[config.mk]
export PLATFORM = sky130hd
export DESIGN_NAME = lpsr_ctl_flat
export DESIGN_NICKNAME = d
export VERILOG_FILES = /design/src/lpsr_pkg.sv /design/src/lpsr_if.sv /design/src/lpsr_ctl.sv /design/src/flat_wrapper.sv
export SDC_FILE = /design/constraint.sdc
export NUM_CORES = 1
export LEC_CHECK = 0
export ABC_AREA = 1
export ABC_CLOCK_PERIOD_IN_PS = 1700
export BUFFER_PORTS_ARGS = -buffer_cell sky130_fd_sc_hd__buf_4
export CORE_ASPECT_RATIO = 0.6
export CORE_UTILIZATION = 35
export CTS_BUF_LIST = sky130_fd_sc_hd__clkbuf_2
export CTS_CLUSTER_DIAMETER = 50
export DETAILED_ROUTE_END_ITERATION = 16
export GPL_TIMING_DRIVEN = 1
export HOLD_SLACK_MARGIN = 0.08
export PLACE_DENSITY = 0.56
export SKIP_CTS_REPAIR_TIMING = 1
export SLEW_MARGIN = 20
export SYNTH_ARGS = -nofsm -noshare
export SYNTH_HDL_FRONTEND = slang
export SYNTH_SLANG_ARGS = --single-unit
[constraint.sdc]
create_clock -name clk -period 1.7 [get_ports clk]
set_input_delay 0.17 -clock clk [delete_from_list [all_inputs] [get_ports clk]]
set_output_delay 0.17 -clock clk [all_outputs]
set_load 0.02 [all_outputs]
[src/lpsr_pkg.sv]
package lpsr_pkg;
    // ---------------------------------------------------------------
    // command pin encodings {cs_n, ras_n, cas_n, we_n}
    // ---------------------------------------------------------------
    localparam logic [3:0] CMD_LOAD_MODE = 4'h0;
    localparam logic [3:0] CMD_READ      = 4'h5;
    localparam logic [3:0] CMD_NOP       = 4'h7;
    localparam logic [3:0] CMD_DESELECT  = 4'hf;
    // ---------------------------------------------------------------
    // bank select and mode register fields
    // ---------------------------------------------------------------
    localparam logic [1:0] BANK_STD_MODE = 2'h0;
    localparam logic [1:0] BANK_STATUS   = 2'h1;
    localparam int         CL_MSB        = 6;
    localparam int         CL_LSB        = 4;
    localparam logic [2:0] CL_CODE_2     = 3'h2;
    localparam logic [2:0] CL_CODE_3     = 3'h3;
    localparam logic [2:0] CL_RESET      = 3'h3;
    // ---------------------------------------------------------------
    // status word fields
    // ---------------------------------------------------------------
    localparam int         DENS_LSB      = 13;
    localparam int         TYPE_BIT      = 12;
    localparam int         WIDTH_BIT     = 11;
    localparam int         MULT_LSB      = 8;
    localparam int         REV_LSB       = 4;
    localparam int         MAKER_LSB     = 0;
    localparam logic [2:0] DENS_128M     = 3'h0;
    localparam logic [2:0] DENS_256M     = 3'h1;
    localparam logic [2:0] DENS_512M     = 3'h2;
    localparam logic       TYPE_LPDDR    = 1'h0;
    localparam logic       WIDTH_X16     = 1'h0;
    localparam logic       WIDTH_X32     = 1'h1;
    localparam logic [2:0] MULT_2X       = 3'h3;
    localparam logic [2:0] MULT_1X       = 3'h4;
    localparam logic [2:0] MULT_QUARTER  = 3'h6;
    localparam logic [3:0] REV_INITIAL   = 4'h0;
    // ---------------------------------------------------------------
    // timing (20 MHz clock)
    // ---------------------------------------------------------------
    localparam int CLK_PERIOD_NS      = 50;
    localparam int SETUP_DELAY_NS     = 100;
    localparam int RECOVERY_DELAY_NS  = 100;
    localparam int SETUP_CYCLES       = (SETUP_DELAY_NS + CLK_PERIOD_NS - 1) / CLK_PERIOD_NS;
    localparam int RECOVERY_CYCLES    = (RECOVERY_DELAY_NS + CLK_PERIOD_NS - 1) / CLK_PERIOD_NS;
    localparam int BURST_LEN          = 2;
    // ---------------------------------------------------------------
    // controller register map
    // ---------------------------------------------------------------
    localparam logic [3:0] REG_CTRL    = 4'h0;
    localparam logic [3:0] REG_STATUS  = 4'h4;
    localparam logic [3:0] REG_WORD    = 4'h8;
    localparam logic [3:0] REG_REFI    = 4'hc;
    localparam int         CTRL_START  = 0;
    localparam int         CTRL_CL_LSB = 1;
    localparam int         STAT_BUSY   = 0;
    localparam int         STAT_DONE   = 1;
endpackage : lpsr_pkg

[src/lpsr_if.sv]
`timescale 1ns/100ps
interface lpsr_if;
    logic        cs_n;
    logic        ras_n;
    logic        cas_n;
    logic        we_n;
    logic [1:0]  bank;
    logic [12:0] addr;
    logic [31:0] dq_from_dev;
    logic [31:0] dq_oe_dev;
    logic        dq_valid;

    modport dev (
        input  cs_n, ras_n, cas_n, we_n, bank, addr,
        output dq_from_dev, dq_oe_dev, dq_valid
    );
    modport ctl (
        output cs_n, ras_n, cas_n, we_n, bank, addr,
        input  dq_from_dev, dq_oe_dev, dq_valid
    );
endinterface : lpsr_if

[src/lpsr_ctl.sv]
`timescale 1ns/100ps
module lpsr_ctl #(
    parameter logic [15:0] BASE_REFI = 16'h0100
) (
    // clock and reset
    input  wire logic        clk,
    input  wire logic        nrst,
    // register port
    input  wire logic [3:0]  reg_addr,
    input  wire logic [31:0] reg_wdata,
    input  wire logic        reg_wr,
    input  wire logic        reg_rd,
    output logic [31:0]      reg_rdata,
    // memory side
    lpsr_if.ctl              bus
);
    typedef enum logic [2:0] {
        ST_IDLE  = 3'h0,
        ST_SETUP = 3'h1,
        ST_READ  = 3'h2,
        ST_WAIT  = 3'h3,
        ST_REC   = 3'h4
    } lpsr_state_e;

    lpsr_state_e state_q;
    logic [3:0]  cnt_q;
    logic [2:0]  cl_q;
    logic        done_q;
    logic [31:0] word_q;
    logic [17:0] refi_q;
    logic [3:0]  cmd_q;
    logic [1:0]  bank_q;
    logic [31:0] dq_s1_q;
    logic [31:0] dq_s2_q;
    logic        vld_s1_q;
    logic        vld_s2_q;
    logic        start;

    assign start = reg_wr && reg_addr == lpsr_pkg::REG_CTRL
                   && reg_wdata[lpsr_pkg::CTRL_START] && state_q == ST_IDLE;

    // pins from the device pass two flops
    always_ff @(posedge clk or negedge nrst) begin
        if (!nrst) begin
            dq_s1_q  <= 32'h0000_0000;
            dq_s2_q  <= 32'h0000_0000;
            vld_s1_q <= 1'b0;
            vld_s2_q <= 1'b0;
        end else begin
            dq_s1_q  <= bus.dq_from_dev;
            dq_s2_q  <= dq_s1_q;
            vld_s1_q <= bus.dq_valid;
            vld_s2_q <= vld_s1_q;
        end
    end

    always_ff @(posedge clk or negedge nrst) begin
        if (!nrst) begin
            cl_q <= lpsr_pkg::CL_RESET;
        end else if (reg_wr && reg_addr == lpsr_pkg::REG_CTRL) begin
            cl_q <= reg_wdata[lpsr_pkg::CTRL_CL_LSB +: 3];
        end
    end

    // ---------------------------------------------------------------
    // sequence
    // ---------------------------------------------------------------
    always_ff @(posedge clk or negedge nrst) begin
        if (!nrst) begin
            state_q <= ST_IDLE;
            cnt_q   <= 4'h0;
            cmd_q   <= lpsr_pkg::CMD_DESELECT;
            bank_q  <= 2'h0;
        end else begin
            cmd_q <= lpsr_pkg::CMD_NOP;
            unique case (state_q)
                ST_IDLE: begin
                    cmd_q <= lpsr_pkg::CMD_DESELECT;
                    if (start) begin
                        cmd_q   <= lpsr_pkg::CMD_LOAD_MODE;
                        bank_q  <= lpsr_pkg::BANK_STATUS;
                        cnt_q   <= 4'(lpsr_pkg::SETUP_CYCLES);
                        state_q <= ST_SETUP;
                    end
                end
                ST_SETUP: begin
                    cnt_q <= cnt_q - 4'h1;
                    if (cnt_q == 4'h1) begin
                        state_q <= ST_READ;
                    end
                end
                ST_READ: begin
                    cmd_q   <= lpsr_pkg::CMD_READ;
                    bank_q  <= 2'h0;
                    cnt_q   <= 4'(lpsr_pkg::RECOVERY_CYCLES);
                    state_q <= ST_WAIT;
                end
                ST_WAIT: begin
                    if (cnt_q != 4'h0) begin
                        cnt_q <= cnt_q - 4'h1;
                    end
                    if (vld_s2_q) begin
                        state_q <= ST_REC;
                    end
                end
                ST_REC: begin
                    if (cnt_q <= 4'h1) begin
                        state_q <= ST_IDLE;
                    end else begin
                        cnt_q <= cnt_q - 4'h1;
                    end
                end
                default: begin
                    state_q <= ST_IDLE;
                end
            endcase
        end
    end

    always_ff @(posedge clk or negedge nrst) begin
        if (!nrst) begin
            word_q <= 32'h0000_0000;
            refi_q <= 18'h00000;
        end else if (state_q == ST_WAIT && vld_s2_q) begin
            word_q <= dq_s2_q;
            unique case (dq_s2_q[lpsr_pkg::MULT_LSB +: 3])
                lpsr_pkg::MULT_2X:      refi_q <= {1'b0, BASE_REFI, 1'b0};
                lpsr_pkg::MULT_1X:      refi_q <= {2'h0, BASE_REFI};
                lpsr_pkg::MULT_QUARTER: refi_q <= {4'h0, BASE_REFI[15:2]};
                default:                refi_q <= {2'h0, BASE_REFI};
            endcase
        end
    end

    // done sticky: set wins over clear
    always_ff @(posedge clk or negedge nrst) begin
        if (!nrst) begin
            done_q <= 1'b0;
        end else if (state_q == ST_WAIT && vld_s2_q) begin
            done_q <= 1'b1;
        end else if (reg_wr && reg_addr == lpsr_pkg::REG_STATUS
                     && reg_wdata[lpsr_pkg::STAT_DONE]) begin
            done_q <= 1'b0;
        end
    end

    always_ff @(posedge clk or negedge nrst) begin
        if (!nrst) begin
            reg_rdata <= 32'h0000_0000;
        end else if (reg_rd) begin
            unique case (reg_addr)
                lpsr_pkg::REG_CTRL:   reg_rdata <= {28'h0, cl_q, 1'b0};
                lpsr_pkg::REG_STATUS: reg_rdata <= {30'h0, done_q, state_q != ST_IDLE};
                lpsr_pkg::REG_WORD:   reg_rdata <= word_q;
                lpsr_pkg::REG_REFI:   reg_rdata <= {14'h0, refi_q};
                default:              reg_rdata <= 32'h0000_0000;
            endcase
        end else begin
            reg_rdata <= 32'h0000_0000;
        end
    end

    assign {bus.cs_n, bus.ras_n, bus.cas_n, bus.we_n} = cmd_q;
    assign bus.bank = bank_q;
    assign bus.addr = 13'h0000;
endmodule : lpsr_ctl

[src/flat_wrapper.sv]
// flat-port wrapper written by rule: the top's interface ports become plain ports
module lpsr_ctl_flat 
#(
    parameter logic [15:0] BASE_REFI = 16'h0100
)
  (clk, nrst, reg_addr, reg_wdata, reg_wr, reg_rd, reg_rdata, bus_cs_n, bus_ras_n, bus_cas_n, bus_we_n, bus_bank, bus_addr, bus_dq_from_dev, bus_dq_oe_dev, bus_dq_valid);
  lpsr_if bus_i ();
  input  wire logic clk;
  input  wire logic nrst;
  input  wire logic [3:0] reg_addr;
  input  wire logic [31:0] reg_wdata;
  input  wire logic reg_wr;
  input  wire logic reg_rd;
  output logic [31:0] reg_rdata;
  output wire logic [$bits(bus_i.cs_n)-1:0] bus_cs_n;
  output wire logic [$bits(bus_i.ras_n)-1:0] bus_ras_n;
  output wire logic [$bits(bus_i.cas_n)-1:0] bus_cas_n;
  output wire logic [$bits(bus_i.we_n)-1:0] bus_we_n;
  output wire logic [$bits(bus_i.bank)-1:0] bus_bank;
  output wire logic [$bits(bus_i.addr)-1:0] bus_addr;
  input wire logic [$bits(bus_i.dq_from_dev)-1:0] bus_dq_from_dev;
  input wire logic [$bits(bus_i.dq_oe_dev)-1:0] bus_dq_oe_dev;
  input wire logic [$bits(bus_i.dq_valid)-1:0] bus_dq_valid;
  assign bus_cs_n = bus_i.cs_n;
  assign bus_ras_n = bus_i.ras_n;
  assign bus_cas_n = bus_i.cas_n;
  assign bus_we_n = bus_i.we_n;
  assign bus_bank = bus_i.bank;
  assign bus_addr = bus_i.addr;
  assign bus_i.dq_from_dev = bus_dq_from_dev;
  assign bus_i.dq_oe_dev = bus_dq_oe_dev;
  assign bus_i.dq_valid = bus_dq_valid;
  lpsr_ctl #(.BASE_REFI(BASE_REFI)) u_core (.clk(clk), .nrst(nrst), .reg_addr(reg_addr), .reg_wdata(reg_wdata), .reg_wr(reg_wr), .reg_rd(reg_rd), .reg_rdata(reg_rdata), .bus(bus_i));
endmodule
# [After elaboration in Yosys (flattened, before gate mapping)]
# Index checks and enable logic that the tools add are counted.
# W data, S select, Z words.
[word_totals] ff_bits=165 input_bits=105 out_inout_bits=51 elab_cells=65
[op_classes] n_addsub=1 n_lt_le_gt_ge=1 n_eq_ne=16 n_mux=18 reduce_logical=16
[op_table] op="$pmux W32 S4" n=1
[op_table] op="$mux W32" n=1
[op_table] op="$pmux W10 S2" n=1
[op_table] op="$pmux W4 S5" n=1
[op_table] op="$mux W4" n=4
[op_table] op="$pmux W3 S5" n=1
[op_table] op="$mux W3" n=4
[op_table] op="$ne A2 B1 Y1 const B" n=5
[op_table] op="$eq A3 B2 Y1 const B" n=3
[op_table] op="$eq A4 B4 Y1 const B" n=2
[op_table] op="$pmux W4 S2" n=1
[op_table] op="$reduce_and A4 Y1" n=2
[op_table] op="$eq A3 B3 Y1 const B" n=2
[op_table] op="$logic_and A1 B1 Y1" n=6
[op_table] op="$reduce_bool A5 Y1" n=1
[op_table] op="$eq A4 B1 Y1 const B" n=1
[op_table] op="$eq A4 B3 Y1 const B" n=1
[op_table] op="$le A4 B1 Y1 const B" n=1
[op_table] op="$logic_not A4 Y1" n=1
[op_table] op="$pmux W2 S2" n=1
[op_table] op="$reduce_bool A2 Y1" n=2
[op_table] op="$reduce_bool A4 Y1" n=1
[op_table] op="$sub A4 B1 Y4 const B" n=1
[op_table] op="$eq A3 B1 Y1 const B" n=1
[op_table] op="other kinds (6)" n=7

# [Logic depth before layout (Yosys ltp)]
# Gate-level depths: netlist of the first run.
[logic_depth] ltp_word=6 depth_mapped=9 mapped_depth_nobuf=9

# [Worst setup path after synthesis of the first run]
# OpenSTA, ideal clock, no wires.
[synth_path] path_kind="register -> register" startpoint="register u_core.cnt_q[0]" endpoint="register u_core.cnt_q[0]" setup_ps=66 arrival_ps=1260 required_ps=1634 slack_ps=375 stages_incl_launch_ff=8 path_buffers=0 synth_period_minus_slack_ps=1325 path_cell_list="dfrtp_1 > inv_1 > ha_1 > o21ai_0 > nor2_1 > nor2_1 > nand3_1 > nand2_1"
[synth_between] elab_chain_len=3 word_cells_on_any_way=9 classes_between="1 x add/sub; 1 x order compare; 2 x eq/ne; 3 x mux; 2 x reduce/logical"
[synth_lines] element="start, declared" line_no="lpsr_ctl.sv:26" source="logic [3:0] cnt_q;"
[synth_lines] element="start signal, assigned" line_no="lpsr_ctl.sv:82" source="cnt_q <= 4'(lpsr_pkg::SETUP_CYCLES);"
[synth_lines] element="start signal, assigned" line_no="lpsr_ctl.sv:87" source="cnt_q <= cnt_q - 4'h1;"
[synth_lines] element="start signal, assigned" line_no="lpsr_ctl.sv:95" source="cnt_q <= 4'(lpsr_pkg::RECOVERY_CYCLES);"
[synth_lines] element="$sub A4 B1 Y4 (tied with other cells)" line_no="lpsr_ctl.sv:87, lpsr_ctl.sv:100, lpsr_ctl.sv:110"
[synth_lines] element="$mux W4 (tied with other cells)" line_no="lpsr_ctl.sv:107" source="if (cnt_q <= 4'h1) begin"
[synth_lines] element="$pmux W4 S5 or $reduce_and A4 Y1 (tied branches)"
# Parallel ways exist; a longest one is shown, timed or not. The select of a mux whose other input is x is not followed.
# A chain may end at the register's enable or synchronous reset.

# [Worst setup path after layout of the first run]
[layout_path] startpoint="input port reg_wr" endpoint="register u_core.cl_q[1]"
[layout_between] elab_chain_len=1
[layout_lines] element="start, declared" line_no="flat_wrapper.sv:12" source="input wire logic reg_wr;"
[layout_lines] element="$logic_and A1 B1 Y1" line_no="lpsr_ctl.sv:60" source="end else if (reg_wr && reg_addr == lpsr_pkg::REG_CTRL) begin"
[layout_lines] element="end signal, assigned" line_no="lpsr_ctl.sv:59" source="cl_q <= lpsr_pkg::CL_RESET;"
[layout_lines] element="end signal, assigned" line_no="lpsr_ctl.sv:61" source="cl_q <= reg_wdata[lpsr_pkg::CTRL_CL_LSB +: 3];"
[layout_lines] element="end, declared" line_no="lpsr_ctl.sv:27" source="logic [2:0] cl_q;"
# No other way between the ends.

==> flow_summary.json, run 1 <==
{
  "grt_pass1_vias": 2963,
  "fin_worst_skew_ps": 50.0,
  "ys.warnings.count": 0,
  "yosys-top-cells-area": "dfrtp_1, nand2_1, inv_1",
  "synth_area_per_cell_um2": 11.7,
  "dp_hpwl_mm": 5.88,
  "period_share_pct": 101,
  "root_buffer": "clkbuf_2",
  "dp.cells": 699,
  "grt_max_degree": 58,
  "dieArea_um2": 14800,
  "synth_top_family_by_area": "simple AND/OR/NAND/NOR gates",
  "holdPathStages": 2,
  "grt_pass1_wl_mm": 14.0,
  "port_buffers": 81,
  "synthTopCellsByCount": "dfrtp_1, nand2_1, inv_1, nor2_1, o21ai_0",
  "ant_nets": 0,
  "drive_above_1_share_pct": 21.6,
  "fin_cells": 807,
  "clk_latency_ps": 650,
  "dr.pass1.iters": 6,
  "arrival_ps": 2330,
  "track_usage_pct": 12.7,
  "row_count": 33,
  "fin_ws_ps": -14.7,
  "fillers": 1272,
  "worstReg2RegStart": "u_core.cnt_q[0]",
  "synth-xor-area-share_pct": 0,
  "start_kind": "input pin",
  "status": "complete, but fails checks",
  "nets": 709,
  "synthesis.area_um2": 5010,
  "whs_ps": 168,
  "placed_area_um2": 5810,
  "hp-class": "in2reg",
  "muxShareOfSynthArea_pct": 0,
  "setup_violations": 2,
  "clockBufferDepth": 2,
  "min_to": "u_core.dq_s1_q[24]",
  "synthFlopType": "dfrtp_1",
  "antenna_found_initial": 0,
  "cts_tree": "done",
  "routabilityCongestion": 0.774,
  "hold_start": "bus_dq_from_dev[24]",
  "p_per_area_nw_per_um2": 1190,
  "leakage_nw": 3.40,
  "die_h_um": 94.7,
  "async_flop_share_pct": 100,
  "violations": "setup timing",
  "drt-wirelength-per-cell_um": 11.3,
  "peakVddDrop_mv": 0.432,
  "initial_core_util_pct": 36.2,
  "critPathCaptureType": "flop",
  "area_growth_pct": 36.1,
  "ioPinCount": 156,
  "yosysTopAreaCellShare_pct": 71.4,
  "synth_cell_types": 24,
  "fin_area_um2": 6820,
  "rr_worst_depth": 8,
  "r2r_end": "u_core.cnt_q[2]",
  "finalWirelength_mm": 9.15,
  "drc": 0,
  "syn_inst": 429,
  "hold_viol": 0,
  "design.core.area_um2": 13800,
  "yosysSeqAreaShare_pct": 74.0,
  "cts_buffers": 17,
  "overflow": 0,
  "fp.dieW_um": 156,
  "cp.required_ps": 2320,
  "first_iter_violations": 165,
  "synth_edf_count": 0,
  "synth_fa_ha_area_share_pct": 0.499,
  "synth-seq-cells": 148,
  "clk_pin_slew_ps": 230,
  "worst_pin_slew_ps": 544,
  "slew_headroom_pct": 63.8,
  "rrSetupSlack_ps": 200,
  "fin_crit_ps": 1710,
  "yosysMostFrequentCell": "dfrtp_1",
  "yosysTopAreaCell": "dfrtp_1",
  "maxCapViolations": 0,
  "synth-compound-area-share_pct": 4.39,
  "diodes": 0,
  "synthSimpleGateAreaFrac_pct": 13.6,
  "clock.fmax_mhz": 583,
  "power.total_mw": 8.12,
  "slew_violations": 0,
  "path_class": "in2reg",
  "vias": 3325,
  "clock_sinks": 148,
  "vias_per_cell": 4.12,
  "cts_max_level": 4,
  "critPathMaxFanout": 4
}
-- state kept, by name (all words and copies together) (netlist names), 3 cells and up --
signal / flops
u_core.dq_s1_q: 32
u_core.dq_s2_q: 32
u_core.reg_rdata: 32
u_core.word_q: 32
u_core.cnt_q: 4
u_core.cl_q: 3
u_core.cmd_q: 3
u_core.refi_q: 3
u_core.state_q: 3
-- worst max path at each step --
stage,startpoint,to,slack (ps)
6_report,reg_wr,u_core.cl_q[1],-10
5_1_grt,reg_wr,u_core.cl_q[1],-0.02
4_1_cts,u_core.cmd_q[2],bus_we_n,80
3_5_place_dp,u_core.cnt_q[0],u_core.cnt_q[1],150
3_3_place_gp,u_core.cnt_q[0],u_core.cnt_q[1],190
2_1_floorplan,u_core.cnt_q[0],u_core.cnt_q[0],370
-- critical path, cell delays in order --
cell,delay [ps]
dlygate4sd3_1,530
buf_4,110
inv_1,40
nor2_1,220
nand2_1,80
dlygate4sd3_1,560
nand2_1,70
dlygate4sd3_1,540
-- through the flow --
step | setup slack (ps) | utilization, % | TNS, ps
finish | -14.7 | 49.3 | -29.4
global route | -0.0167 | 49.3 | -0.0167
CTS | 81.0 | 43.8 | 0
detailed placement | 146 | 42.0 | 0
global placement | 185 | 42.0 | 0
floorplan | 375 | - | 0
-- cells by family after synthesis --
family	after synthesis
flip-flops	148
buffers and inverters	72
AO/OA/AOI/OAI	43
AND/OR/NAND/NOR	163
adder cells (fa/ha/maj)	2
other	1
-- power by group --
group / internal [mW] / switching (mW)
Combinational: 0.685 / 0.992
Clock: 0.841 / 1.20
Sequential: 4.13 / 0.276
-- final cells by class --
cell class	instances	area (um^2)	area share, %
Clock buffer	20	100	1.47
Sequential cell	148	3710	54.4
Multi-Input combinational cell	222	981	14.4
Timing Repair Buffer	165	1460	21.4
Tap cell	192	240	3.52
Inverter	48	180	2.64
Clock inverter	12	155	2.27
-- placed cells by master (no fill, tap or decap), types with 2 or more instances in the layout --
| cell type | Yosys | layout |
|---|---|---|
| clkinv_4 | 0 | 4 |
| o21ai_0 | 30 | 29 |
| dlygate4sd3_1 | 0 | 76 |
| inv_1 | 48 | 48 |
| conb_1 | 1 | 14 |
| dfrtp_1 | 143 | 143 |
| nor2_4 | 3 | 3 |
| buf_12 | 0 | 2 |
| bufinv_16 | 0 | 3 |
| buf_4 | 15 | 86 |
| nor2_1 | 42 | 41 |
| ha_1 | 2 | 2 |
| a21oi_1 | 8 | 8 |
| nor3_1 | 3 | 3 |
| nand3_1 | 11 | 11 |
| nand2_1 | 96 | 96 |
| clkbuf_2 | 0 | 20 |
| clkinv_2 | 0 | 2 |
| o21ai_1 | 3 | 4 |
| dfstp_2 | 5 | 5 |
| nand4_1 | 4 | 4 |
-- layer usage --
metal | up-vias | wire, um | global-route usage, %
met5 | - | 0 | 0
met4 | 0 | 92 | 5.31
met3 | 9 | 441 | 4.73
met2 | 78 | 4090 | 18.0
met1 | 1595 | 4520 | 17.6
li1 | 1643 | - | -
Note: power is estimated with default switching activity, not from simulation.
==> inputs of run 2 (changes only) <==
--- a/config.mk
+++ b/config.mk
@@ -15,7 +15,7 @@
 export DETAILED_ROUTE_END_ITERATION = 16
 export GPL_TIMING_DRIVEN = 1
 export HOLD_SLACK_MARGIN = 0.08
-export PLACE_DENSITY = 0.56
+export PLACE_DENSITY = 0.67
 export SKIP_CTS_REPAIR_TIMING = 1
 export SLEW_MARGIN = 20
 export SYNTH_ARGS = -nofsm -noshare
==> run 2 against run 1 <==
  * The run still ends with setup timing left
  * Fmax down 2.8%
  * Register-to-register slack worse by 50 ps
  * Critical endpoint unchanged
  * Total power up 2.8%
  * Non-clock buffer count up 9
  * Final cell count up 1.1%
  * Flip-flop and latch count unchanged
  * Design area up 1.8%
  * Clock skew down 20 ps
  * Critical path depth unchanged
  * Worst setup slack worse by 50 ps
==> flow_summary.json, run 2 (synthesis gave the netlist of run 1 again) <==
{
  "status": "complete, but fails checks",
  "violations": "setup timing",
  "dieArea_um2": 14800,
  "hold_viol": 0,
  "fin_area_um2": 6950,
  "pre_cts_ws_ps": 145,
  "crit_chain": "dlygate4sd3_1, buf_4, inv_1, nor2_1, nand2_1, dlygate4sd3_1, nand2_1, dlygate4sd3_1",
  "antenna_found_initial": 0,
  "swShare_pct": 30.5,
  "design.core.area_um2": 13800,
  "worst_pin_slew_ps": 783,
  "initial_core_util_pct": 36.2,
  "clock_sinks": 148,
  "maxCapViolations": 0,
  "die_h_um": 94.7,
  "grt_pass1_wl_mm": 14.7,
  "root_buffer": "clkbuf_2",
  "pwr-share-seq_pct": 53.0,
  "final_cell_mix": "dfrtp_1, nand2_1, dlygate4sd3_1",
  "vias_per_cell": 4.17,
  "slew_headroom_pct": 47.6,
  "clk_pin_slew_ps": 220,
  "path_delay_family": "buffers and inverters",
  "cts_max_level": 4,
  "period_share_pct": 104,
  "clock_power_share_pct": 26.3,
  "fin_ws_ps": -64.3,
  "max_stage_delay_ps": 570,
  "setup_violations": 2,
  "fp.dieW_um": 156,
  "cp_num_buf_inv": 5,
  "drc": 0,
  "dp_hpwl_mm": 5.99,
  "grt_pass1_vias": 2988,
  "path_class": "in2reg",
  "grt_max_degree": 66,
  "drt-wirelength-per-cell_um": 12.1,
  "start_kind": "input pin",
  "cts_buffers": 17,
  "slew_violations": 0,
  "p_per_area_nw_per_um2": 1200,
  "placed_area_um2": 5780,
  "critPathCaptureType": "flop",
  "fin_crit_ps": 1760,
  "vias": 3399,
  "fillers": 1220,
  "p_sw_mw": 2.55,
  "critical_path.slowest_cell": "dlygate4sd3_1",
  "clk_latency_ps": 660,
  "power_frac_comb_pct": 20.7,
  "cp_common_cell": "dlygate4sd3_1",
  "diodes": 0,
  "critPathMaxFanout": 4,
  "row_count": 33,
  "drive_above_1_share_pct": 21.0,
  "first_iter_violations": 212,
  "cp.required_ps": 2320,
  "overflow": 0,
  "finalWirelength_mm": 9.89,
  "peakVddDrop_mv": 0.641,
  "arrival_ps": 2380,
  "leakage_nw": 3.45,
  "rrSetupSlack_ps": 150,
  "dr.pass1.iters": 4,
  "ioPinCount": 156,
  "track_usage_pct": 13.2,
  "nets": 718,
  "p_int_mw": 5.81,
  "cts_tree": "done",
  "fin_worst_skew_ps": 30.0,
  "clockBufferDepth": 2,
  "routabilityCongestion": 0.798,
  "port_buffers": 81,
  "ant_nets": 0,
  "power.total_mw": 8.35,
  "area_growth_pct": 38.6,
  "layout_commonest_cell": "dfrtp_1",
  "hp-class": "in2reg",
  "clock.fmax_mhz": 567
}
==> run 2: metal layers <==
metal | global-route usage [%] | routed length (um)
met1 | 17.6 | 4270
met2 | 19.5 | 4760
met3 | 4.04 | 634
met4 | 6.54 | 216
met5 | 0 | 0
==> run 2: power by group through the flow <==
| stage | Clock, mW | Sequential (mW) | Combinational [mW] |
|---|---|---|---|
| 6_report | 2.20 | 4.43 | 1.73 |
| 5_1_grt | 2.45 | 4.50 | 1.99 |
| 4_1_cts | 2.28 | 4.43 | 1.54 |
| 3_5_place_dp | 0 | 4.49 | 1.54 |
| 3_3_place_gp | 0 | 4.48 | 1.45 |
| 2_1_floorplan | 0 | 4.46 | 1.05 |
==> run 2: metrics by stage <==
step	hold slack [ps]	util (%)	setup TNS, ps	std cells
after floorplan	-126	-	0	442
after global placement	25.4	41.8	0	695
after detailed placement	26.3	41.8	0	695
after CTS	-772	43.8	0	727
after global routing	81.8	50.2	-184	816
final	174	50.2	-104	816
==> run 2: area by class of cell <==
class | instances | area, um^2 | share of cell area [%]
sequential | 148 | 3710 | 53.4
clock inverter | 13 | 181 | 2.61
clock buffer | 19 | 95.1 | 1.37
inverter | 48 | 180 | 2.59
multi-input combinational | 222 | 983 | 14.2
tap | 192 | 240 | 3.46
timing repair buffer | 174 | 1560 | 22.4
==> run 2: final timing paths <==
kind	from	end	cells past startpoint
worst max register to register	u_core.cl_q[0]	u_core.reg_rdata[1]	5
max in group asynchronous	nrst	u_core.reg_rdata[7]	3
worst min register to register	u_core.dq_s1_q[8]	u_core.dq_s2_q[8]	0
min in group asynchronous	nrst	u_core.reg_rdata[15]	3
worst max-delay path	reg_wr	u_core.cl_q[1]	8
worst min-delay path	bus_dq_from_dev[6]	u_core.dq_s1_q[6]	2
==> run 2: worst reg2reg max path, stage by stage, from the launching register on <==
cell and delay (ps):
dfstp_2 580, nand2_1 60, o211ai_1 150, nand2_1 80
dlygate4sd3_1 570, inv_1 50
